--- src/txrx_ctrl_pkg.sv ---
`default_nettype none
package txrx_ctrl_pkg;
    localparam logic [7:0] ADDR_TX_IRQ_MASK = 8'h0b;
    localparam logic [7:0] ADDR_TX_IRQ_MODE = 8'h0c;
    localparam logic [7:0] ADDR_RX_CTRL_ONE = 8'h0d;
    localparam logic [1:0] TRIG_RISE        = 2'h0;
    localparam logic [1:0] TRIG_FALL        = 2'h1;
    localparam logic [1:0] TRIG_LEVEL       = 2'h2;
    localparam logic [1:0] RX_SEL_ONE       = 2'h0;
    localparam logic [1:0] RX_SEL_TWO       = 2'h1;
    localparam logic [1:0] RX_SEL_THREE     = 2'h2;
    localparam logic [7:0] READ_ZERO        = 8'h00;
    localparam logic [1:0] RX_SEL_FOUR      = 2'h3;
    localparam int         MASK_MSB         = 1;
    localparam int         MODE_MSB         = 3;
    localparam int         RXC_DIS_BIT      = 4;
    localparam int         RXC_CLK_BIT      = 3;
    localparam int         RXC_SEL_MSB      = 1;
    localparam logic       INT_IDLE         = 1'b1;
    localparam logic       XEN_RESET        = 1'b1;

    typedef struct packed {
        logic       slip_irq_enable;
        logic       xfer_irq_enable;
    } irq_mask_t;

    typedef struct packed {
        logic [1:0] slip_irq_trigger_sel;
        logic [1:0] xfer_irq_trigger_sel;
    } irq_mode_t;

    typedef struct packed {
        logic       rx_buffer_xfer_disable;
        logic       rx_ref_clock_select;
        logic [1:0] rx_input_select;
    } rx_ctrl_t;

    localparam irq_mask_t MASK_RESET = '{1'b0, 1'b0};
    localparam irq_mode_t MODE_RESET = '{TRIG_RISE, TRIG_RISE};
    localparam rx_ctrl_t  RXC_RESET  = '{1'b0, 1'b0, RX_SEL_ONE};
endpackage
`default_nettype wire

--- src/irq_trigger.sv ---
`default_nettype none
module irq_trigger
    import txrx_ctrl_pkg::*;
(
    input  wire logic       clk,
    input  wire logic       rst_n,
    input  wire logic       raw,
    input  wire logic [1:0] sel,
    output logic            event_out
);
    logic prev_q;
    logic prev_d;
    logic ev_q;
    logic ev_d;

    // edge modes compare against previous cycle; reserved code never fires
    always_comb begin
        prev_d = raw;
        unique case (sel)
            TRIG_RISE:  ev_d = raw & ~prev_q;
            TRIG_FALL:  ev_d = ~raw & prev_q;
            TRIG_LEVEL: ev_d = raw;
            default:    ev_d = 1'b0;
        endcase
    end

    // previous-cycle copy and registered event
    always_ff @(posedge clk) begin
        if (!rst_n) begin
            prev_q <= 1'b0;
            ev_q   <= 1'b0;
        end else begin
            prev_q <= prev_d;
            ev_q   <= ev_d;
        end
    end

    assign event_out = ev_q;
endmodule // irq_trigger
`default_nettype wire

--- src/tx_irq_mode_rx_input_regs.sv ---
`default_nettype none
// Operation
// - the slip interrupt enable masks the slip interrupt when clear, passes it when set, reset clear.
// - trigger-mode register holds slip select in 3:2, transfer select in 1:0, upper bits read zero.
// - transfer trigger select 00 rising, 01 falling, 10 level, 11 reserved.
// - slip trigger select 00 rising, 01 falling, 10 level, 11 reserved.
// - input select 00..11 routes line input one to four into the receiver core.
// - the reference clock select chooses the recovery pll reference source.
// - receiver control one holds disable at 4, clock select at 3, input select 1:0, rest zero.
// - the transfer disable bit stops access-to-user buffer copies when set.
// - an unmasked slip event sets its flag, pulls the interrupt low and sets the summary bit.
module tx_irq_mode_rx_input_regs
    import txrx_ctrl_pkg::*;
(
    input  wire logic       REF_CLK,
    input  wire logic       RST_N,
    input  wire logic       WR_EN,
    input  wire logic [7:0] ADDR,
    input  wire logic [7:0] WR_DATA,
    output logic      [7:0] RD_DATA,
    input  wire logic       SLIP_RAW,
    input  wire logic       XFER_RAW,
    input  wire logic       FLAG_CLR,
    input  wire logic [3:0] LINE_IN,
    output logic            RX_CORE_DATA,
    output logic            RX_REF_CLK_SEL,
    output logic            RX_XFER_ENABLE,
    output logic            SOURCE_SLIP_FLAG,
    output logic            BUFFER_XFER_DONE_FLAG,
    output logic            TX_SUMMARY,
    output logic            INT_N
);
    // register bank
    irq_mask_t  mask_q,    mask_d;
    irq_mode_t  mode_q,    mode_d;
    rx_ctrl_t   rxc_q,     rxc_d;
    logic [7:0] rd_q,      rd_d;

    // interrupt flags and pin
    logic       slip_f_q,  slip_f_d;
    logic       xfer_f_q,  xfer_f_d;
    logic       int_n_q,   int_n_d;
    logic       sum_q,     sum_d;

    // receiver side outputs
    logic       mux_q,     mux_d;
    logic       ref_q,     ref_d;
    logic       xen_q,     xen_d;

    // synchroniser stages for the pin inputs
    logic [1:0] slip_s_q,  slip_s_d;
    logic [1:0] xfer_s_q,  xfer_s_d;
    logic [3:0] line_s1_q, line_s1_d;
    logic [3:0] line_s2_q, line_s2_d;

    // trigger events from the two detectors; one cycle in edge modes, held while the raw is high in level mode
    logic       slip_ev,   xfer_ev;

    // read mux: reserved bits and unmapped places return zero
    function automatic logic [7:0] read_mux(input logic [7:0] a, input irq_mask_t m,
                                            input irq_mode_t o, input rx_ctrl_t r);
        unique case (a)
            ADDR_TX_IRQ_MASK: read_mux = {6'h00, m};
            ADDR_TX_IRQ_MODE: read_mux = {4'h0, o};
            ADDR_RX_CTRL_ONE: begin
                read_mux                = READ_ZERO;
                read_mux[RXC_DIS_BIT]   = r.rx_buffer_xfer_disable;
                read_mux[RXC_CLK_BIT]   = r.rx_ref_clock_select;
                read_mux[RXC_SEL_MSB:0] = r.rx_input_select;
            end
            default:          read_mux = READ_ZERO;
        endcase
    endfunction

    // pin inputs pass two flops; the first stage feeds only the second,
    // so a metastable first stage never reaches the trigger or mux logic
    always_comb begin
        slip_s_d  = {slip_s_q[0], SLIP_RAW};
        xfer_s_d  = {xfer_s_q[0], XFER_RAW};
        line_s1_d = LINE_IN;
        line_s2_d = line_s1_q;
    end

    // synchroniser registers; zero reset matches the idle level of the raws
    always_ff @(posedge REF_CLK) begin
        if (!RST_N) begin
            slip_s_q  <= 2'h0;
            xfer_s_q  <= 2'h0;
            line_s1_q <= 4'h0;
            line_s2_q <= 4'h0;
        end else begin
            slip_s_q  <= slip_s_d;
            xfer_s_q  <= xfer_s_d;
            line_s1_q <= line_s1_d;
            line_s2_q <= line_s2_d;
        end
    end

    // slip condition trigger, mode taken from the upper select pair
    irq_trigger u_slip_trig (
        .clk       (REF_CLK),
        .rst_n     (RST_N),
        .raw       (slip_s_q[1]),
        .sel       (mode_q.slip_irq_trigger_sel),
        .event_out (slip_ev)
    );

    // buffer-transfer condition trigger, mode taken from the lower select pair
    irq_trigger u_xfer_trig (
        .clk       (REF_CLK),
        .rst_n     (RST_N),
        .raw       (xfer_s_q[1]),
        .sel       (mode_q.xfer_irq_trigger_sel),
        .event_out (xfer_ev)
    );

    // register bank: a write lands at the edge that samples WR_EN
    always_comb begin
        mask_d = mask_q;
        mode_d = mode_q;
        rxc_d  = rxc_q;
        if (WR_EN) begin
            unique case (ADDR)
                ADDR_TX_IRQ_MASK: mask_d = irq_mask_t'(WR_DATA[MASK_MSB:0]);
                ADDR_TX_IRQ_MODE: mode_d = irq_mode_t'(WR_DATA[MODE_MSB:0]);
                ADDR_RX_CTRL_ONE: begin
                    // reserved bit and top bits are dropped here, so they read zero
                    rxc_d.rx_buffer_xfer_disable = WR_DATA[RXC_DIS_BIT];
                    rxc_d.rx_ref_clock_select    = WR_DATA[RXC_CLK_BIT];
                    rxc_d.rx_input_select        = WR_DATA[RXC_SEL_MSB:0];
                end
                default: ; // unmapped writes are ignored
            endcase
        end
    end

    // register bank flops; everything starts at its documented default
    always_ff @(posedge REF_CLK) begin
        if (!RST_N) begin
            mask_q <= MASK_RESET;
            mode_q <= MODE_RESET;
            rxc_q  <= RXC_RESET;
        end else begin
            mask_q <= mask_d;
            mode_q <= mode_d;
            rxc_q  <= rxc_d;
        end
    end

    // read data is registered, so it shows the state before a same-cycle write
    always_comb begin
        rd_d = read_mux(ADDR, mask_q, mode_q, rxc_q);
    end

    // read data flop
    always_ff @(posedge REF_CLK) begin
        if (!RST_N) begin
            rd_q <= READ_ZERO;
        end else begin
            rd_q <= rd_d;
        end
    end

    // sticky flags; set beats clear so an event in the clear cycle is kept
    always_comb begin
        slip_f_d = (slip_f_q & ~FLAG_CLR) | (slip_ev & mask_q.slip_irq_enable);
        xfer_f_d = (xfer_f_q & ~FLAG_CLR) | (xfer_ev & mask_q.xfer_irq_enable);
        // summary and pin follow the next flag values so all three move together
        sum_d    = slip_f_d | xfer_f_d;
        int_n_d  = ~sum_d;
    end

    // flag flops; the interrupt pin rests high out of reset
    always_ff @(posedge REF_CLK) begin
        if (!RST_N) begin
            slip_f_q <= 1'b0;
            xfer_f_q <= 1'b0;
            sum_q    <= 1'b0;
            int_n_q  <= INT_IDLE;
        end else begin
            slip_f_q <= slip_f_d;
            xfer_f_q <= xfer_f_d;
            sum_q    <= sum_d;
            int_n_q  <= int_n_d;
        end
    end

    // input mux picks one line receiver after synchronising; one flop of
    // latency is traded for an output that never glitches on a select change
    always_comb begin
        unique case (rxc_q.rx_input_select)
            RX_SEL_ONE:   mux_d = line_s2_q[0];
            RX_SEL_TWO:   mux_d = line_s2_q[1];
            RX_SEL_THREE: mux_d = line_s2_q[2];
            RX_SEL_FOUR:  mux_d = line_s2_q[3];
        endcase
        ref_d = rxc_q.rx_ref_clock_select;
        // disable set stops the copies; the pin carries the enable sense
        xen_d = ~rxc_q.rx_buffer_xfer_disable;
    end

    // receiver output flops; buffer copies are allowed out of reset
    always_ff @(posedge REF_CLK) begin
        if (!RST_N) begin
            mux_q <= 1'b0;
            ref_q <= 1'b0;
            xen_q <= XEN_RESET;
        end else begin
            mux_q <= mux_d;
            ref_q <= ref_d;
            xen_q <= xen_d;
        end
    end

    // every output comes straight from its flop
    assign RD_DATA               = rd_q;
    assign SOURCE_SLIP_FLAG      = slip_f_q;
    assign BUFFER_XFER_DONE_FLAG = xfer_f_q;
    assign TX_SUMMARY            = sum_q;
    assign INT_N                 = int_n_q;
    assign RX_CORE_DATA          = mux_q;
    assign RX_REF_CLK_SEL        = ref_q;
    assign RX_XFER_ENABLE        = xen_q;
endmodule // tx_irq_mode_rx_input_regs
`default_nettype wire

--- config.mk ---
export PLATFORM = sky130hd
export DESIGN_NAME = tx_irq_mode_rx_input_regs
export DESIGN_NICKNAME = d
export VERILOG_FILES = /design/src/txrx_ctrl_pkg.sv /design/src/irq_trigger.sv /design/src/tx_irq_mode_rx_input_regs.sv
export SDC_FILE = /design/constraint.sdc
export NUM_CORES = 1
export LEC_CHECK = 0
export ABC_AREA = 0
export BUFFER_PORTS_ARGS = -buffer_cell sky130_fd_sc_hd__buf_2
export CAP_MARGIN = 30
export CORE_UTILIZATION = 25
export CTS_CLUSTER_SIZE = 40
export DETAILED_ROUTE_END_ITERATION = 8
export PLACE_DENSITY = 0.45
export SLEW_MARGIN = 20
export SYNTH_ARGS = -nofsm -noshare
export SYNTH_HDL_FRONTEND = slang
export SYNTH_HIERARCHICAL = 1
export SYNTH_SLANG_ARGS = --single-unit
--- constraint.sdc ---
create_clock -name REF_CLK -period 2.2 [get_ports REF_CLK]
set_input_delay 0.44 -clock REF_CLK [delete_from_list [all_inputs] [get_ports REF_CLK]]
set_output_delay 0.44 -clock REF_CLK [all_outputs]
set_load 0.05 [all_outputs]
Yosys cells after proc, flatten, opt, wreduce, memory -nomap -nowiden
Cells that the tools add are included.
{"block": "totals", "register_bits": 41, "input_bits": 26, "out_inout_bits": 15, "elab_cells": 61}
{"block": "classes", "n_eq_ne": 10, "muxes": 4, "n_bitwise": 18, "reduce_logical": 6}
{"operator": "$eq A8 B4 Y1 const B", "count": 3}
{"operator": "$pmux W5 S3", "count": 1}
{"operator": "$and A1 B1 Y1", "count": 8}
{"operator": "$eq A2 B2 Y1 const B", "count": 4}
{"operator": "$not A1 Y1", "count": 7}
{"operator": "$eq A2 B1 Y1 const B", "count": 3}
{"operator": "$logic_not A2 Y1", "count": 3}
{"operator": "$pmux W1 S3", "count": 2}
{"operator": "$reduce_and A2 Y1", "count": 3}
{"operator": "$pmux W1 S4", "count": 1}
{"operator": "$or A1 B1 Y1", "count": 3}

Logic depth before layout (Yosys ltp)
Gate-level depths: netlist of the first run.
{"block": "depth", "word_depth": 5, "depth_mapped": 5, "ltp_nobuf": 3}

Cells and area by module
Netlist of the first run, hierarchy kept.
{"mod": "tx_irq_mode_rx_input_regs", "n_inst": 1, "cells_each": 114, "area_each_um2": 1189.9, "seq_area_each_um2": 680.7}
{"mod": "irq_trigger", "n_inst": 2, "cells_each": 7, "area_each_um2": 83.8, "seq_area_each_um2": 40.0}

Worst setup path after synthesis of the first run
Ideal clock, no wire load.
{"block": "synth_path", "kind": "input -> register", "from": "input port ADDR[5]", "to": "register rxc_q (netlist bit ref_d)", "setup_ns": 0.119, "arrival_ns": 1.560, "required_time_ns": 2.081, "slack_ns": 0.521, "stages": 4, "n_path_buf": 1, "path_cell_list": "or4_4 -> or3_1 -> buf_2 -> mux2i_1"}
{"block": "synth_via", "elab_chain_len": 2}
{"item": "from (decl)", "line": "tx_irq_mode_rx_input_regs.sv:18", "source": "input wire logic [7:0] ADDR,"}
{"item": "$eq A8 B4 Y1", "line": "tx_irq_mode_rx_input_regs.sv:123", "source": "unique case (ADDR)"}
{"item": "$reduce_and A2 Y1 (no line)"}
{"item": "to (signal assigned)", "line": "tx_irq_mode_rx_input_regs.sv:146", "source": "rxc_q <= rxc_d;"}
{"item": "to (decl)", "line": "tx_irq_mode_rx_input_regs.sv:36", "source": "rx_ctrl_t rxc_q, rxc_d;"}
Every way passes these cells.
A chain may end at the register's enable or synchronous reset.

Worst setup path after layout of the first run
{"block": "layout_path", "from": "input port ADDR[5]", "to": "register rxc_q[3] (netlist name)"}
The elaborated chain is that of the path after synthesis.

==> impl_results.md, run 1 <==
* Area leader, netlist: dfxtp_1
* Port bufs at 34
* Row cnt at 26
* Worst-path clk slew at 0.07 ns
* Syn Std Cell Area at 1358 µm²
* Setup TNS at 0 ns
* Grt total ovfl at 0
* R2R depth at 2
* Final WL at 2.416 mm
* Overall die height at 75.69 µm
* Die ar. at 5729 µm²
* CP Data Arrival Time at 1.73 ns
* DP HPWL at 1.827 mm
* All-Layer GR Usage at 0.09532
* DRT Pass-1 Iters at 6
* DRT iter0 DRCs at 49
* Fraction of layout cells with a size suffix above 1 at 0.3091
* Leakage at 0.0007167 µW
* Final non-filler cell total at 235
* Async S/R FF share, synth at 0
* Critical Path Source Type: input port
* Area share of the largest cell type after synthesis at 0.5604
* Worst setup path category: in2reg
* Ant diodes at 0
* Bufs on Longest Clock Path at 2
* Antenna violations before repair at 0
* Post_cts resized at 0
* Area Overhead vs Synth at 23.96%
* Drt drc at 0
* I/O pin count at 41
* Post-synth EDFFs at 0
* Max-slew violations at 0
* Crit end category: flop
* Final setup viols at 0
* Total clock sinks at 38
* Largest net degree at the start of global routing at 22
* Cts bufs inserted at 5
* RSZ-0062 raised after global routing: false
* Highest Clock Rate at 638.6 MHz
* Top FF cell, synth: dfxtp_1
* Gpl congestion at 0.7156
* Via count at 963
* Vias per cell at 4.098
* Top post-synthesis cells by area: dfxtp_1 56%, mux2i_1 8.1%, and2_1 6.9%, nand2_1 5.0%, nand2b_4 2.0%
* Final setup skew at 0.006199 ns
* Yosys warnings at 6
* Delay of the slowest critical-path stage at 0.54 ns
* Crit Path Max Fanout at 4
* Hold-fix buffers at CTS at 0
* Starting Density at 0.2625
* H-tree depth at 2
* CTS tree: built
* Post-CTS setup buffer count at 0
* Hold WC Path Type: in2reg
* Worst skew pair latency at 0.29 ns
* Root buf cell: clkbuf_8
* Worst path required time at 2.37 ns
* Core area at 5172 µm²
* CP max stage cell: or4_4
* Minimum clock period at 1.566 ns
* Avg Cell Area, Syn at 10.61 µm²
* Status: finished clean
* Placed instance count at 227
* Die W at 75.69 µm
* Fin nets at 190
* Hold path cells at 2
* CP Cell Sequence: buf_2 > or4_4 > or3_1 > mux2i_1
* Vias in the first global route at 874
* First-pass GRT wire length at 3.919 mm
* VDD IR-drop max at 0.2248 mV
* Flops & latches, synth at 38
* Final worst path period share at 0.7118
* Power Total at 1265 µW
* Power Dens Cells at 751.9 nW/µm²
* Final Hold Fails at 0
* WL per Instance at 10.28 µm
* Cell count after synthesis at 128
* Seq/Total Area, Yosys at 0.5604
* MaxCap Viol Count at 0
* Post-route ant nets at 0
* Count of cell types in the netlist at 31
==> path summary, 6_finish.rpt <==
path	from	end	slack [ns]
worst min-delay path	SLIP_RAW	slip_s_q[0]$_SDFF_PN0_	0.35
worst max-delay path	ADDR[5]	rxc_q[3]$_SDFFE_PN0P_	0.63
worst max register to register	rxc_q[0]$_SDFFE_PN0P_	RX_CORE_DATA$_SDFF_PN0_	1.06
worst min register to register	rxc_q[3]$_SDFFE_PN0P_	RX_XFER_ENABLE$_SDFF_PN1_	0.42
==> cell families (layout without fill, tap and decap cells) <==
family,Yosys count,in the layout,share of synthesized area
AO/OA/AOI/OAI,6,6,0.02949
buffers and inverters,11,46,0.03962
flip-flops,38,38,0.5604
multiplexers,14,14,0.1143
other,1,3,0.002762
AND/OR/NAND/NOR,58,58,0.2535
==> flip-flops by register name, summed over array words and instances, names as in the netlist, 2 cells and up <==
name / cells
xfer_s_q: 2
mask_q: 2
line_s2_q: 4
line_s1_q: 4
RD_DATA: 5
mode_q: 4
rxc_q: 3
slip_s_q: 2
==> worst max-delay path, delay by kind of cell <==
| family | cells | cell delay (ns) |
|---|---|---|
| and+or+nand+nor | 2 | 1.03 |
| muxes | 1 | 0.16 |
| buffers and inverters | 1 | 0.10 |
==> layout by cell type (no fill, tap or decap), drive strengths merged, types with 2 or more instances in the layout <==
cell	count
nor2	5
inv	3
a22oi	2
mux2	2
and2	15
a21oi	2
mux2i	11
nand3b	2
dfxtp	38
conb	3
or3b	2
a21boi	2
nand2	18
nand2b	4
clkbuf	6
buf	35
==> final cells by class <==
class	count	area (µm²)
Fill cell	553	3490
Tap cell	70	87.58
Multi-Input combinational cell	81	550.5
Timing Repair Buffer	35	177.7
Clock buffer	6	82.58
Sequential cell	38	760.7
Inverter	3	11.26
Clock inverter	2	12.51
==> power by group <==
group,internal (µW),switching (µW),leakage [µW],total [µW]
registers,700,3.93,0.000309,704
clock network,252,240,0.0000472,492
logic,29.4,39.9,0.000360,69.3
==> metrics by stage <==
step | util | area (µm²) | hold slack [ns] | worst slack [ns]
after global placement | 0.3070 | 1588 | 0.3901 | 0.3498
after detailed placement | 0.3070 | 1588 | 0.3984 | 0.3260
after floorplan | - | 1365 | 0.3776 | 0.5207
after global routing | 0.3254 | 1683 | 0.3535 | 0.5792
final | 0.3254 | 1683 | 0.3548 | 0.6340
after CTS | 0.3254 | 1683 | 0.3492 | 0.6227
==> synth_stat cells (2+ instances only) <==
library cell / instances
dfxtp_1: 38
nand2_1: 18
and2_1: 15
mux2i_1: 11
nor2_1: 5
clkbuf_1: 4
buf_4: 3
inv_1: 3
a21boi_1: 2
a21oi_1: 2
a22oi_1: 2
mux2_2: 2
nand2b_1: 2
nand2b_4: 2
nand3b_1: 2
or3b_1: 2
==> routing by layer <==
metal / vias to the layer above / GRT usage / wire, µm
li1: 487 / - / -
met1: 454 / 0.1049 / 1006
met4: 0 / 0.03704 / 32
met3: 4 / 0.04497 / 114
met2: 18 / 0.1597 / 1262
met5: - / 0 / 0
No activity file was read; power rests on OpenSTA's default activity.
==> run 2: changes to the inputs <==
- ABC_AREA: 0 -> 1
- clock period: 2.2 -> 1.35 ns (I/O delays scaled with it)
==> run 2 against run 1 <==
Effect of this change: cell count increased by 35%; cell area increased by 11%; global-route usage increased by 0.87 points; critical path type is now reg2out; critical endpoint is now BUFFER_XFER_DONE_FLAG; via count increased by 27%; register-to-register slack got worse by 0.54 ns; core utilization decreased by 1.0 points; largest cell class unchanged; hold slack got worse by 0.19 ns.
==> impl_results.md, run 2 <==
* Status: finished clean
* Synthesized-area fraction occupied by adder cells at 0
* First-pass GRT wire length at 5.085 mm
* Worst path required time at 1.08 ns
* Port bufs at 34
* Max-slew violations at 0
* Post-route cell area at 1876 µm²
* Top post-synthesis cells by area: dfxtp_1 49%, nand2_1 11%, inv_1 7.8%, nor2_1 7.0%, nand3_1 4.5%
* DRT Pass-1 Iters at 4
* Total clock sinks at 38
* Seq/Total Area, Yosys at 0.4923
* XOR/XNOR Fraction of Synth Area at 0
* Bufs on Longest Clock Path at 2
* Vias in the first global route at 1161
* Fraction of layout cells with a size suffix above 1 at 0.2757
* Async S/R FF share, synth at 0
* Die W at 80.62 µm
* CP delay by family, top: flip-flops
* Post-synth EDFFs at 0
* Power Total at 2100 µW
* Crit end category: output pin
* Overall die height at 80.62 µm
* CP Data Arrival Time at 0.88 ns
* Core area at 5956 µm²
* Top-count cell post-synth: nand2_1
* Post-CTS setup buffer count at 0
* H-tree depth at 2
* Hold WC Path Type: in2reg
* Gpl congestion at 0.7282
* Root buf cell: clkbuf_8
* Compound-Gate Fraction of Synth Area at 0.04534
* Worst-path clk slew at 0.07 ns
* Top FF cell, synth: dfxtp_1
* Yosys warnings at 6
* Post-DP Area at 1784 µm²
* WL per Instance at 8.843 µm
* Power Dens Cells at 1119 nW/µm²
* Syn Std Cell Area at 1545 µm²
* Drt drc at 0
* Worst skew pair latency at 0.29 ns
* Area Overhead vs Synth at 21.38%
* Via count at 1220
* Most frequent cells in the layout: 45 x nand2_1, 38 x dfxtp_1, 34 x buf_2, 32 x inv_1, 29 x nor2_1
* Starting Density at 0.2595
* All-Layer GR Usage at 0.1040
* Worst setup path category: reg2out
* Flops & latches, synth at 38
* CP Cell Sequence: buf_2
* Highest Clock Rate at 873.2 MHz
* Setup TNS at 0 ns
* Area share of the largest cell type after synthesis at 0.4923
* Final WL at 2.812 mm
* CP max stage cell: dfxtp_1
* Final setup viols at 0
* Hold-fix buffers at CTS at 0
* DP HPWL at 2.146 mm
* Die ar. at 6500 µm²
* Cell count after synthesis at 204
* Main combinational cell family by area after synthesis: simple AND/OR/NAND/NOR gates
* I/O pin count at 41
* DRT iter0 DRCs at 49
* Final worst path period share at 0.8483
* Fin nets at 268
* Commonest non-fill, non-tap cell in the layout: nand2_1
* Commonest cells post-synth: 45 x nand2_1, 38 x dfxtp_1, 32 x inv_1, 29 x nor2_1, 14 x nand3_1
* Grt total ovfl at 0
* Vias per cell at 3.836
* Antenna violations before repair at 0
* RSZ-0062 raised after global routing: false
* Synth Area in Simple Gates at 0.3320
* Count of cell types in the netlist at 23
* Post-synthesis mux area share at 0
* Max FFs per register at 5
* Post_cts resized at 0
* Row cnt at 28
* Final Hold Fails at 0
* CTS tree: built
* Cts bufs inserted at 5
* Largest net degree at the start of global routing at 15
* Crit Path Max Fanout at 2
* Final setup skew at 0.004936 ns
* Post-route ant nets at 0
* Delay of the slowest critical-path stage at 0.33 ns
* Avg Cell Area, Syn at 7.575 µm²
* Minimum clock period at 1.145 ns
* MaxCap Viol Count at 0
* Area leader, netlist: dfxtp_1
* Critical Path Source Type: flop
* VDD IR-drop max at 0.4585 mV
* Worst path bufs/invs at 1
* Leakage at 0.0009585 µW
* Ant diodes at 0
-- run 2: changes by cell type in the layout (fill, tap and decap cells not counted), moves of 3 or more --
cell     delta
mux2i_1    -11
and2_1     -15
inv_2       +7
inv_1      +29
nand3_1    +13
nor2_1     +24
nor2_4      +3
nand2_1    +27
a21oi_1     +7
nand2_2     +6
-- run 2: logic make-up (layout without fill, tap and decap cells) --
group	after synthesis	after routing
AOI/OAI and AO/OA	12	12
and+or+nand+nor	106	106
buffers and inverters	47	84
DFF	38	38
other	1	3
-- run 2: layout make-up --
type                            count  area (µm²)
Clock inverter                      1       5.005
Sequential cell                    38       760.7
Tap cell                           75       93.84
Clock buffer                        7       86.33
Multi-Input combinational cell    121       594.3
Fill cell                         649        4080
Inverter                           40       150.1
Timing Repair Buffer               36       185.2
-- run 2: final timing paths --
| path | start | endpoint | slack (ns) | depth (start not counted) |
|---|---|---|---|---|
| worst max register to register | rxc_q[0]$_SDFFE_PN0P_ | RX_CORE_DATA$_SDFF_PN0_ | 0.52 | 3 |
| worst min-delay path | XFER_RAW | xfer_s_q[0]$_SDFF_PN0_ | 0.16 | 3 |
| worst max-delay path | BUFFER_XFER_DONE_FLAG$_SDFF_PN0_ | BUFFER_XFER_DONE_FLAG | 0.20 | 1 |
| worst min register to register | xfer_s_q[0]$_SDFF_PN0_ | xfer_s_q[1]$_SDFF_PN0_ | 0.41 | 2 |
-- run 2: per-layer routing --
layer | GRT usage | vias to the layer above | share of wire
met3 | 0.03182 | 5 | 0.054
met4 | 0.05357 | 0 | 0.016
met1 | 0.1239 | 507 | 0.47
met2 | 0.1669 | 31 | 0.45
li1 | - | 677 | -
met5 | 0 | - | 0
-- run 2: power by group --
part	leakage [µW]	switching (µW)	total [µW]	internal, µW
registers	0.000309	7.86	1150	1140
logic	0.000601	103	155	52.5
clock network	0.0000482	382	794	412
total	0.000959	493	2100	1610
-- run 2: stage by stage --
step             util  setup slack (ns)  std cells  hold WS, ns
5_1_grt        0.3149            0.1406        318       0.1549
6_report       0.3149            0.2048        318       0.1641
2_1_floorplan       -            0.2967        206       0.3589
3_5_place_dp   0.2996            0.1285        310       0.3964
3_3_place_gp   0.2996            0.1301        310       0.3934
4_1_cts        0.3149            0.1900        318       0.1537
